**config.mk**
```make
export PLATFORM = sky130hd
export DESIGN_NAME = sysbus_pins
export DESIGN_NICKNAME = d
export VERILOG_FILES = /design/src/hw/sysbus_pkg.sv /design/src/hw/lane_parity.sv /design/src/hw/region_decode.sv /design/src/hw/sysbus_pins.sv
export SDC_FILE = /design/constraint.sdc
export NUM_CORES = 1
export LEC_CHECK = 0
export ABC_CLOCK_PERIOD_IN_PS = 4800
export BUFFER_PORTS_ARGS = -buffer_cell sky130_fd_sc_hd__buf_2
export CORE_AREA = 4 4 345 347
export DETAILED_ROUTE_END_ITERATION = 12
export DIE_AREA = 0 0 349 351
export GPL_TIMING_DRIVEN = 0
export PLACE_DENSITY = 0.36
export SLEW_MARGIN = 10
export SYNTH_ARGS = -nofsm -noshare
export SYNTH_HDL_FRONTEND = slang
export SYNTH_SLANG_ARGS = --single-unit
```
**constraint.sdc**
```tcl
create_clock -name clk -period 4.8 [get_ports clk]
set_input_delay 0.96 -clock clk [delete_from_list [all_inputs] [get_ports clk]]
set_output_delay 0.96 -clock clk [all_outputs]
set_load 0.01 [all_outputs]
```
**src/hw/sysbus_pkg.sv**
```systemverilog
// Constants and types shared by the system bus pin block
package sysbus_pkg;
   localparam int regions = 8;
   localparam logic [3:0] space_forbidden = 4'hF;
   localparam logic [3:0] space_cpu = 4'h7;
   localparam logic [3:0] space_user_data = 4'h1;
   localparam logic [3:0] space_sup_data = 4'h5;
   localparam logic [3:0] space_sup_program = 4'h6;
   localparam logic [3:0] space_dma_base = 4'h8;
   localparam int space_dma_bit = 3;
   localparam logic reset_parity_odd = 1'b1;
   localparam logic reset_narrow_mode = 1'b0;
   localparam int lane_count = 4;
   localparam logic [2:0] ack_level_top = 3'h7;

   typedef enum logic [1:0] {
      port_wait = 2'b00,
      port_8 = 2'b01,
      port_16 = 2'b10,
      port_32 = 2'b11
   } port_size_t;

   typedef enum logic [1:0] {
      xfer_long = 2'b00,
      xfer_byte = 2'b01,
      xfer_word = 2'b10,
      xfer_three = 2'b11
   } xfer_size_t;

   typedef enum logic [1:0] {
      cycle_idle = 2'b00,
      cycle_run = 2'b01,
      cycle_done = 2'b10
   } cycle_state_t;

   typedef enum logic [2:0] {
      master_core = 3'b000,
      master_independent_dma_unit = 3'b001,
      master_serial_dma_unit = 3'b010,
      master_refresh = 3'b011,
      master_external = 3'b100
   } master_t;
endpackage

```
**src/hw/lane_parity.sv**
```systemverilog
// Per byte lane parity generation and check
module lane_parity #(
   parameter int lanes = 4
) (
   input wire logic clk,
   input wire logic rst,
   input wire logic odd_sense,
   input wire logic [lanes*8-1:0] data,
   input wire logic [lanes-1:0] parity_in,
   input wire logic [lanes-1:0] check_lanes,
   output logic [lanes-1:0] parity_out,
   output logic mismatch
);
   function automatic logic lane_bit(input logic [7:0] b, input logic odd);
      lane_bit = (^b) ^ odd;
   endfunction

   logic [lanes-1:0] gen;

   // Lane 0 is the most significant byte
   always_comb begin
      for (int i = 0; i < lanes; i++) begin
         gen[i] = lane_bit(data[(lanes-1-i)*8 +: 8], odd_sense);
      end
   end

   always_ff @(posedge clk) begin
      if (rst) begin
         parity_out <= '0;
         mismatch <= 1'b0;
      end else begin
         parity_out <= gen;
         mismatch <= |((gen ^ parity_in) & check_lanes);
      end
   end
endmodule

```
**src/hw/region_decode.sv**
```systemverilog
// Chip select region decode over address and space code
module region_decode #(
   parameter int regions = 8,
   parameter int addr_bits = 32
) (
   input wire logic clk,
   input wire logic rst,
   input wire logic cycle_valid,
   input wire logic [addr_bits-1:0] address,
   input wire logic [3:0] space,
   input wire logic [regions*addr_bits-1:0] base,
   input wire logic [regions*addr_bits-1:0] mask,
   input wire logic [regions*4-1:0] space_match,
   input wire logic [regions*4-1:0] space_care,
   input wire logic [regions-1:0] enable,
   output logic [regions-1:0] hit
);
   logic [regions-1:0] next_hit;

   always_comb begin
      for (int r = 0; r < regions; r++) begin
         next_hit[r] = cycle_valid && enable[r]
            && (((address ^ base[r*addr_bits +: addr_bits]) & mask[r*addr_bits +: addr_bits]) == '0)
            && (((space ^ space_match[r*4 +: 4]) & space_care[r*4 +: 4]) == 4'h0);
      end
   end

   always_ff @(posedge clk) begin
      if (rst) begin
         hit <= '0;
      end else begin
         hit <= next_hit;
      end
   end
endmodule

```
**src/hw/sysbus_pins.sv**
```systemverilog
// System bus pin functions: space code, data lanes, parity, strobes, interrupt priority
module sysbus_pins #(
   parameter int addr_bits = 32
) (
   input wire logic clk,
   input wire logic rst,
   // Internal masters
   input wire logic core_req,
   input wire logic [3:0] core_space,
   input wire logic independent_dma_unit_req,
   input wire logic [3:0] independent_dma_space,
   input wire logic serial_dma_unit_req,
   input wire logic [3:0] serial_dma_space,
   input wire logic refresh_req,
   input wire logic [3:0] refresh_space,
   input wire logic [addr_bits-1:0] cycle_address,
   input wire logic [1:0] cycle_size,
   input wire logic cycle_read,
   input wire logic [31:0] write_data,
   input wire logic ack_cycle,
   input wire logic [2:0] ack_level,
   input wire logic dram_cycle,
   input wire logic [6:0] row_active,
   output logic cycle_done_pulse,
   output logic [31:0] read_data,
   output logic [1:0] port_size,
   output logic bus_error,
   // External master
   input wire logic external_owns,
   input wire logic external_cycle,
   input wire logic [addr_bits-1:0] external_address,
   // Configuration
   input wire logic parity_even,
   input wire logic double_drive_en,
   input wire logic select7_is_ack,
   input wire logic column_is_ack,
   input wire logic [8*addr_bits-1:0] region_base,
   input wire logic [8*addr_bits-1:0] region_mask,
   input wire logic [31:0] region_space,
   input wire logic [31:0] region_space_care,
   input wire logic [7:0] region_enable,
   input wire logic [6:1] irq_mask,
   // Pins
   input wire logic [3:0] space_code_in,
   output logic [3:0] space_code_out,
   output logic space_code_oe,
   input wire logic [15:0] upper_data_lines_in,
   output logic [15:0] upper_data_lines_out,
   output logic upper_data_lines_oe,
   input wire logic [15:0] lower_data_lines_in,
   output logic [15:0] lower_data_lines_out,
   output logic lower_data_lines_oe,
   input wire logic [3:0] byte_parity_in,
   output logic [3:0] byte_parity_out,
   output logic [3:0] byte_parity_oe,
   input wire logic [1:0] size_acknowledge_n,
   output logic [6:0] chip_selects_n,
   output logic [6:0] row_strobes_n,
   output logic row_strobe1_double_drive_n,
   output logic row_strobe2_double_drive_n,
   output logic select7_or_ack7_pin_n,
   output logic [3:0] column_strobes_n,
   input wire logic [7:1] interrupt_requests_n,
   output logic [2:0] pending_level,
   output logic narrow_bus_mode
);
   logic [3:0] own_space;
   logic own_active;
   logic [3:0] lane_en;
   logic [7:0] hits;
   logic [3:0] bus_space;
   logic parity_mismatch;
   logic [31:0] bus_data;
   logic [3:0] check_lanes;
   logic strap_taken;
   sysbus_pkg::cycle_state_t state;
   sysbus_pkg::port_size_t ack_size;
   logic [addr_bits-1:0] decode_address;

   // Byte lane enables from transfer size, address and port width
   function automatic logic [3:0] lanes_for(input logic [1:0] size, input logic [1:0] a, input logic narrow);
      logic [3:0] l;
      l = 4'h0;
      case (size)
         sysbus_pkg::xfer_byte: l = 4'h1 << a;
         sysbus_pkg::xfer_word: l = a[1] ? 4'hC : 4'h3;
         sysbus_pkg::xfer_three: l = 4'hE >> (a == 2'h0 ? 2'd1 : 2'd0);
         default: l = 4'hF;
      endcase
      if (narrow) begin
         l = 4'h3;
      end
      lanes_for = l;
   endfunction

   // Space code chosen by the winning internal master; all-ones never leaves
   always_comb begin
      own_active = core_req | independent_dma_unit_req | serial_dma_unit_req | refresh_req;
      own_space = sysbus_pkg::space_sup_data;
      if (independent_dma_unit_req) begin
         own_space = independent_dma_space;
      end else if (serial_dma_unit_req) begin
         own_space = serial_dma_space;
      end else if (refresh_req) begin
         own_space = refresh_space;
      end else if (core_req) begin
         own_space = core_space;
      end
      if (own_space == sysbus_pkg::space_forbidden) begin
         own_space = sysbus_pkg::space_cpu;
      end
   end

   always_comb begin
      bus_space = external_owns ? space_code_in : own_space;
      decode_address = external_owns ? external_address : cycle_address;
      ack_size = sysbus_pkg::port_size_t'(~size_acknowledge_n);
      bus_data = {upper_data_lines_in, lower_data_lines_in};
   end

   region_decode #(.regions(sysbus_pkg::regions), .addr_bits(addr_bits)) u_decode (
      .clk(clk),
      .rst(rst),
      .cycle_valid((own_active && !external_owns) || (external_owns && external_cycle)),
      .address(decode_address),
      .space(bus_space),
      .base(region_base),
      .mask(region_mask),
      .space_match(region_space),
      .space_care(region_space_care),
      .enable(region_enable),
      .hit(hits)
   );

   lane_parity #(.lanes(sysbus_pkg::lane_count)) u_parity (
      .clk(clk),
      .rst(rst),
      .odd_sense(~parity_even),
      .data(cycle_read || external_owns ? bus_data : write_data),
      .parity_in(byte_parity_in),
      .check_lanes(check_lanes),
      .parity_out(byte_parity_out),
      .mismatch(parity_mismatch)
   );

   // Width strap caught on the first edge after reset; lane 3 pull-up gives wide mode
   always_ff @(posedge clk) begin
      if (rst) begin
         strap_taken <= 1'b0;
         narrow_bus_mode <= sysbus_pkg::reset_narrow_mode;
      end else if (!strap_taken) begin
         strap_taken <= 1'b1;
         narrow_bus_mode <= ~byte_parity_in[3];
      end
   end

   // Cycle sequencing, ended by the slave size acknowledge
   always_ff @(posedge clk) begin
      if (rst) begin
         state <= sysbus_pkg::cycle_idle;
         lane_en <= 4'h0;
         cycle_done_pulse <= 1'b0;
         port_size <= 2'b00;
         read_data <= 32'h0000_0000;
      end else begin
         cycle_done_pulse <= 1'b0;
         case (state)
            sysbus_pkg::cycle_idle: begin
               if (own_active && !external_owns && strap_taken) begin
                  lane_en <= lanes_for(cycle_size, cycle_address[1:0], narrow_bus_mode);
                  state <= sysbus_pkg::cycle_run;
               end
            end
            sysbus_pkg::cycle_run: begin
               if (ack_size != sysbus_pkg::port_wait) begin
                  port_size <= ack_size;
                  read_data <= bus_data;
                  cycle_done_pulse <= 1'b1;
                  state <= sysbus_pkg::cycle_done;
               end
            end
            default: begin
               lane_en <= 4'h0;
               state <= sysbus_pkg::cycle_idle;
            end
         endcase
      end
   end

   // Pin drive: space code and data float while an outside master owns the bus
   always_ff @(posedge clk) begin
      if (rst) begin
         space_code_out <= 4'h0;
         space_code_oe <= 1'b0;
         upper_data_lines_out <= 16'h0000;
         upper_data_lines_oe <= 1'b0;
         lower_data_lines_out <= 16'h0000;
         lower_data_lines_oe <= 1'b0;
         byte_parity_oe <= 4'h0;
         check_lanes <= 4'h0;
      end else begin
         space_code_out <= own_space;
         space_code_oe <= own_active && !external_owns;
         upper_data_lines_out <= write_data[31:16];
         lower_data_lines_out <= write_data[15:0];
         upper_data_lines_oe <= own_active && !external_owns && !cycle_read;
         lower_data_lines_oe <= own_active && !external_owns && !cycle_read && !narrow_bus_mode;
         byte_parity_oe <= (own_active && !external_owns && !cycle_read)
            ? (narrow_bus_mode ? 4'h3 : 4'hF) : 4'h0;
         check_lanes <= (cycle_read || external_owns) && state == sysbus_pkg::cycle_run
            && ack_size != sysbus_pkg::port_wait ? lane_en : 4'h0;
      end
   end

   always_ff @(posedge clk) begin
      if (rst) begin
         bus_error <= 1'b0;
      end else begin
         bus_error <= parity_mismatch;
      end
   end

   // Memory strobes and acknowledge strobes sharing pins
   always_ff @(posedge clk) begin
      if (rst) begin
         chip_selects_n <= 7'h7F;
         row_strobes_n <= 7'h7F;
         row_strobe1_double_drive_n <= 1'b1;
         row_strobe2_double_drive_n <= 1'b1;
         select7_or_ack7_pin_n <= 1'b1;
         column_strobes_n <= 4'hF;
      end else begin
         chip_selects_n <= dram_cycle ? 7'h7F : ~hits[6:0];
         row_strobes_n <= dram_cycle ? ~(row_active & hits[6:0]) : 7'h7F;
         row_strobe1_double_drive_n <= !(double_drive_en && dram_cycle && row_active[1] && hits[1]);
         row_strobe2_double_drive_n <= !(double_drive_en && dram_cycle && row_active[2] && hits[2]);
         if (select7_is_ack) begin
            select7_or_ack7_pin_n <= !(ack_cycle && ack_level == sysbus_pkg::ack_level_top);
         end else begin
            select7_or_ack7_pin_n <= !hits[7];
         end
         if (column_is_ack) begin
            column_strobes_n <= ~{ack_cycle && ack_level == 3'd6, ack_cycle && ack_level == 3'd3,
                                  ack_cycle && ack_level == 3'd2, ack_cycle && ack_level == 3'd1};
         end else begin
            column_strobes_n <= dram_cycle && state == sysbus_pkg::cycle_run ? ~lane_en : 4'hF;
         end
      end
   end

   // Priority encoder: level 7 cannot be masked
   always_ff @(posedge clk) begin
      if (rst) begin
         pending_level <= 3'h0;
      end else begin
         pending_level <= 3'h0;
         if (!interrupt_requests_n[7]) begin
            pending_level <= 3'h7;
         end else begin
            for (int l = 1; l <= 6; l++) begin
               if (!interrupt_requests_n[l] && !irq_mask[l]) begin
                  pending_level <= 3'(l);
               end
            end
         end
      end
   end
endmodule

```
* Word-level counts from Yosys, hierarchy flattened *
Cells that the tools add are included.

operators by class
  eq/ne operators = 12
  shift-type cells = 2
  multiplexer cells = 30
  bitwise logic cells = 53
  reductions and logical operators = 101

operator list
  kind                  number
  $and A32 B32 Y32      8
  $logic_not A32 Y1     8
  $xor A32 B32 Y32      8
  $mux W32              2
  $logic_and A1 B1 Y1   48
  $mux W4               12
  $and A4 B4 Y4         9
  $xor A4 B4 Y4         9
  $logic_not A4 Y1      8
  $reduce_xor A8 Y1     4
  $logic_not A1 Y1      19
  $mux W3               6
  $not A7 Y7            2
  $pmux W4 S3           1
  $reduce_or A2 Y1      5
  $not A4 Y4            2
  $pmux W4 S2           1
  $and A7 B7 Y7         1
  $eq A3 B2 Y1 const B  2
  $eq A3 B3 Y1 const B  2
  $not A1 Y1            6
  $reduce_and A2 Y1     3
  $mux W1               5
  $eq A2 B1 Y1 const B  2
  other kinds (15)      25

word-level totals
  register bits = 128
  input port bits = 778
  output and inout bits = 108

* Depth between registers and ports, before layout *
  depth after elaboration = 11
  gate-level depth with buffers = 9

* By module *
Synthesis repeated with hierarchy kept, for this count alone.

second synthesis, totals
  cells, all modules = 1,051
  area total of the unflattened synthesis = 9,546.7 µm²

modules (own cells, without submodules)
  module         instances  cells an instance  area an instance (µm²)
  sysbus_pins    1          485                4,565.6
  region_decode  1          510                4,384.2
  lane_parity    1          56                 596.8

* Worst setup path after synthesis *
OpenSTA, ideal clock, no wires.

  path type = input port to flip-flop
  from = in external_owns
  to = reg u_decode.hit[6]
  library setup time = 0.059 ns
  arrival = 2.766 ns
  required time = 4.741 ns
  setup slack = 1.975 ns
  cell stages on the path = 8
  path buffers = 2
  cell sequence = buf_6 -> buf_6 -> mux2i_4 -> xnor2_1 -> a221oi_1 -> nand4_1 -> nor4_2 -> o211a_1

between the ends
  longest elaborated chain between the ends = 6
  elaborated cells between the ends (all ways) = 15
  those cells by class = 2 x mux; 4 x bitwise; 9 x reduce/logical

ends and longest elaborated chain
  what                                                             RTL line                                  text
  from (decl)                                                      sysbus_pins.sv:29                         input wire logic external_owns,
  $mux W32 / $logic_not A1 Y1 (equally long branches)              sysbus_pins.sv:116, sysbus_pins.sv:124
  $xor A32 B32 Y32 / $logic_and A1 B1 Y1 (equally long branches)   region_decode.sv:23, sysbus_pins.sv:124
  $and A32 B32 Y32 / $logic_or A1 B1 Y1 (equally long branches)    region_decode.sv:23, sysbus_pins.sv:124
  $logic_not A32 Y1 / $logic_and A1 B1 Y1 (equally long branches)  region_decode.sv:23, region_decode.sv:22
  $logic_and A1 B1 Y1                                              region_decode.sv:23                       && (((address ^ base[r*addr_bits +: addr_bits]) & mask[r*addr_bits +: addr_bits]) == '0)
  $logic_and A1 B1 Y1 *                                            region_decode.sv:24                       && (((space ^ space_match[r*4 +: 4]) & space_care[r*4 +: 4]) == 4'h0);
  to (signal assigned)                                             region_decode.sv:32                       hit <= next_hit;
  to (decl)                                                        region_decode.sv:16                       output logic [regions-1:0] hit

Every way passes the cells marked *; elsewhere a longest branch is shown, timed or not.
A chain may end at the register's enable or synchronous reset.

* Worst setup path in the final report *
  from = in external_owns
  to = reg u_decode.hit[2]

Same word-level chain as after synthesis.

==> flow_metrics.py <==
metrics = {
    "run_status": {
        "outcome": "completed",
    },
    "clock_tree": {
        "clkTransAtPathRegs_ps": 60,
        "htree_num_levels": 4,
        "cts_tree": "done",
        "cts.sinks": 126,
        "root_buffer": "clkbuf_16",
        "numCtsBuffers": 17,
        "cts_buffer_depth": 2,
        "clock_latency_ps": 470,
    },
    "power": {
        "peakVddDrop_mv": 0.2569,
        "p_leak_nw": 7.106,
        "pwr_density_cell_mw_per_mm2": 248.1,
    },
    "sta": {
        "rsz0062_at_grt": "no",
        "fin_crit_sh": 0.9338,
        "max_clock_freq_mhz": 223.1,
        "finalClockSkew_ps": 15.79,
        "finalHoldViolCount": 0,
        "setup_viol": 0,
        "relSlewSlack": 0.2138,
        "tightest_slew_ps": 1155,
        "drv_slew": 0,
        "period_minus_slack_ps": 4482,
    },
    "die": {
        "initial_utilization": 0.08442,
        "dieArea_mm2": 0.1225,
        "pin_count": 886,
        "die_w_um": 349,
        "core_area_mm2": 0.1159,
        "num_rows": 125,
        "die-height_um": 351,
    },
    "layout": {
        "multi_input_area_mm2": 0.007081,
        "fin_nets": 2725,
        "final_core_util": 0.1464,
        "fillers": 13490,
        "fin_area_mm2": 0.01697,
        "register_area_mm2": 0.002522,
        "areaGrowthSynthToFinish_pct": 73.41,
        "drive_above_1_share": 0.5087,
    },
    "routing": {
        "ant_nets": 0,
        "via_count": 12090,
        "first_iter_violations": 698,
        "wl_per_cell_um": 27.33,
        "drc": 0,
        "via_per_inst": 3.441,
        "first_pass_iters": 5,
        "finalWirelength_mm": 96.03,
    },
    "placed_design": {
        "dp_hpwl_mm": 87.54,
        "dpl_cell_area_mm2": 0.01623,
        "io_buffers": 881,
        "routabilityCongestion": 0.8813,
    },
    "global_routing": {
        "antenna_found_initial": 80,
        "gr-total-overflow": 0,
        "grt_max_degree": 17,
        "grt_pass1_vias": 12560,
        "grt_pass1_wl_mm": 119.3,
        "grt.total_usage": 0.1491,
    },
    "setup_path": {
        "worst-path-stages": 9,
        "arrival_ps": 4880,
        "reg2reg_from": "state[1]$_SDFFE_PP0P_",
        "r2r_cells": 6,
        "cpMostUsedCell": "buf_6",
        "slowest_stage": "mux2i_4",
        "end_kind": "flip-flop",
        "crit_buf_inv": 2,
        "cp_cell_sequence": "buf_6 > buf_6 > mux2i_4 > xnor2_1 > a22o_1 > a221oi_2 > nand4_1 > nor4_1 > o211a_1",
        "cp-startpoint": "external_owns",
        "required_ps": 5200,
        "crit_type": "in2reg",
        "cp_slowest_stage_delay_ps": 970,
        "crit_family": "compound AO/OA/AOI/OAI gates",
        "path_max_fanout": 10,
        "cp-start-kind": "primary input",
    },
    "hold_path": {
        "hold_path_class": "reg2reg",
        "hold_path_depth": 1,
        "min_from": "u_decode.hit[3]$_SDFF_PP0_",
    },
    "synthesis": {
        "yosysUniqueCellTypes": 56,
        "synth_area_mm2": 0.009783,
        "synthArstFlopShare": 0,
        "syn_nets": 1818,
        "yosysSeqAreaShare": 0.2578,
        "synth_top_area_share": 0.2865,
        "synth_seq_cells": 126,
        "synth_warnings": 0,
        "synthTopCellsByCount": "320 x xnor2_1, 126 x dfxtp_1, 102 x nand2_1",
        "syn_inst": 1040,
        "synth_edf_count": 0,
        "yosysTopAreaCell": "xnor2_1",
        "ys.flop_type": "dfxtp_1",
        "synth_most_common_cell": "xnor2_1",
        "yosys-top-cells-area": "xnor2_1 29%, dfxtp_1 26%, mux2i_4 8.1%",
        "avgSynthCellArea_um2": 9.407,
    },
    "run": {
        "cap_violations": 0,
    },
}
cells by family (layout without fill, tap and decap cells):
logic type,after synthesis,in the layout,share of synthesized area
compound gates,215,215,0.1780
xor+xnor,344,344,0.3136
buf+inv,46,966,0.02379
flops,126,126,0.2578
mux,44,44,0.08978
other cells,0,29,0
simple gates,265,265,0.1370
state kept, by name (all words and copies together) (netlist names), 2 cells and up:
signal                flops
check_lanes               4
u_decode.hit              8
chip_selects_n            7
lower_data_lines_out     16
read_data                32
pending_level             3
port_size                 2
column_strobes_n          4
byte_parity_oe            2
upper_data_lines_out     16
space_code_out            4
row_strobes_n             7
lane_en                   4
u_parity.parity_out       4
state                     2
metrics by stage:
| stage | setup slack (ps) | setup TNS [ps] | total power, mW | hold WS [ps] | instances |
|---|---|---|---|---|---|
| after detailed placement | -831.4 | -2640 | 2.739 | 377.7 | 3452 |
| final | 317.8 | 0 | 4.209 | 385.6 | 3513 |
| after global placement | -4097 | -31560 | 2.728 | 372.8 | 3445 |
| after CTS | 11.27 | 0 | 4.317 | 387.9 | 3484 |
| after global routing | 41.17 | 0 | 4.423 | 410.7 | 3487 |
| after floorplan | 1975 | 0 | 1.888 | 358.2 | 1040 |
repair_timing:
| item | in CTS | in global routing |
|---|---|---|
| endpoints found under the hold margin | 0 | 0 |
| endpoints found under the setup margin | 1 | 0 |
| hold buffers | 0 | 0 |
| gates resized for setup | 1 | 0 |
| buffers inserted | 0 | 0 |
report_power, final:
part,internal [mW],switching [mW],total [mW]
logic,0.714,0.869,1.58
registers,1.09,0.0199,1.11
clock network,0.962,0.556,1.52
total,2.77,1.44,4.21
routing by layer:
metal,part of all wire,GRT usage,vias to the layer above
li1,-,-,5574
met1,0.41,0.1817,5651
met2,0.46,0.2493,684
met3,0.097,0.05787,136
met4,0.023,0.03107,44
met5,0.0034,0,-
cell usage in the layout, fill, tap and decap left out, types with 19 or more instances in the layout:
cell type  netlist  routed
buf_2            2     884
xnor2_1        320     320
dfxtp_1        126     126
nand2_1        102     102
a22oi_1         56      56
a21oi_1         51      50
nor2b_1         39      39
mux2i_4         35      35
a22o_1          33      33
diode_2          0      29
nand4_1         28      28
nor2_1          23      23
a221oi_2        21      21
xor2_1          20      20
clkbuf_1        18      20
nand3_1         19      19
worst paths after layout:
kind	slack (ps)	end
max	320	u_decode.hit[2]$_SDFF_PP0_
min reg2reg	390	chip_selects_n[3]$_SDFF_PP1_
max reg2reg	2680	read_data[26]$_SDFFE_PP0P_
min	390	chip_selects_n[3]$_SDFF_PP1_
layout make-up:
| cell class | count | area share |
|---|---|---|
| multi-input cells | 868 | 0.4174 |
| repair buffers | 888 | 0.2648 |
| flip-flops and latches | 126 | 0.1487 |
| well taps | 1524 | 0.1124 |
| clock buffers | 22 | 0.02795 |
| clock inverters | 10 | 0.01084 |
| plain buffers | 28 | 0.009588 |
| diodes | 29 | 0.004278 |
| inverters | 18 | 0.004130 |
No activity file was read; power rests on OpenSTA's default activity.
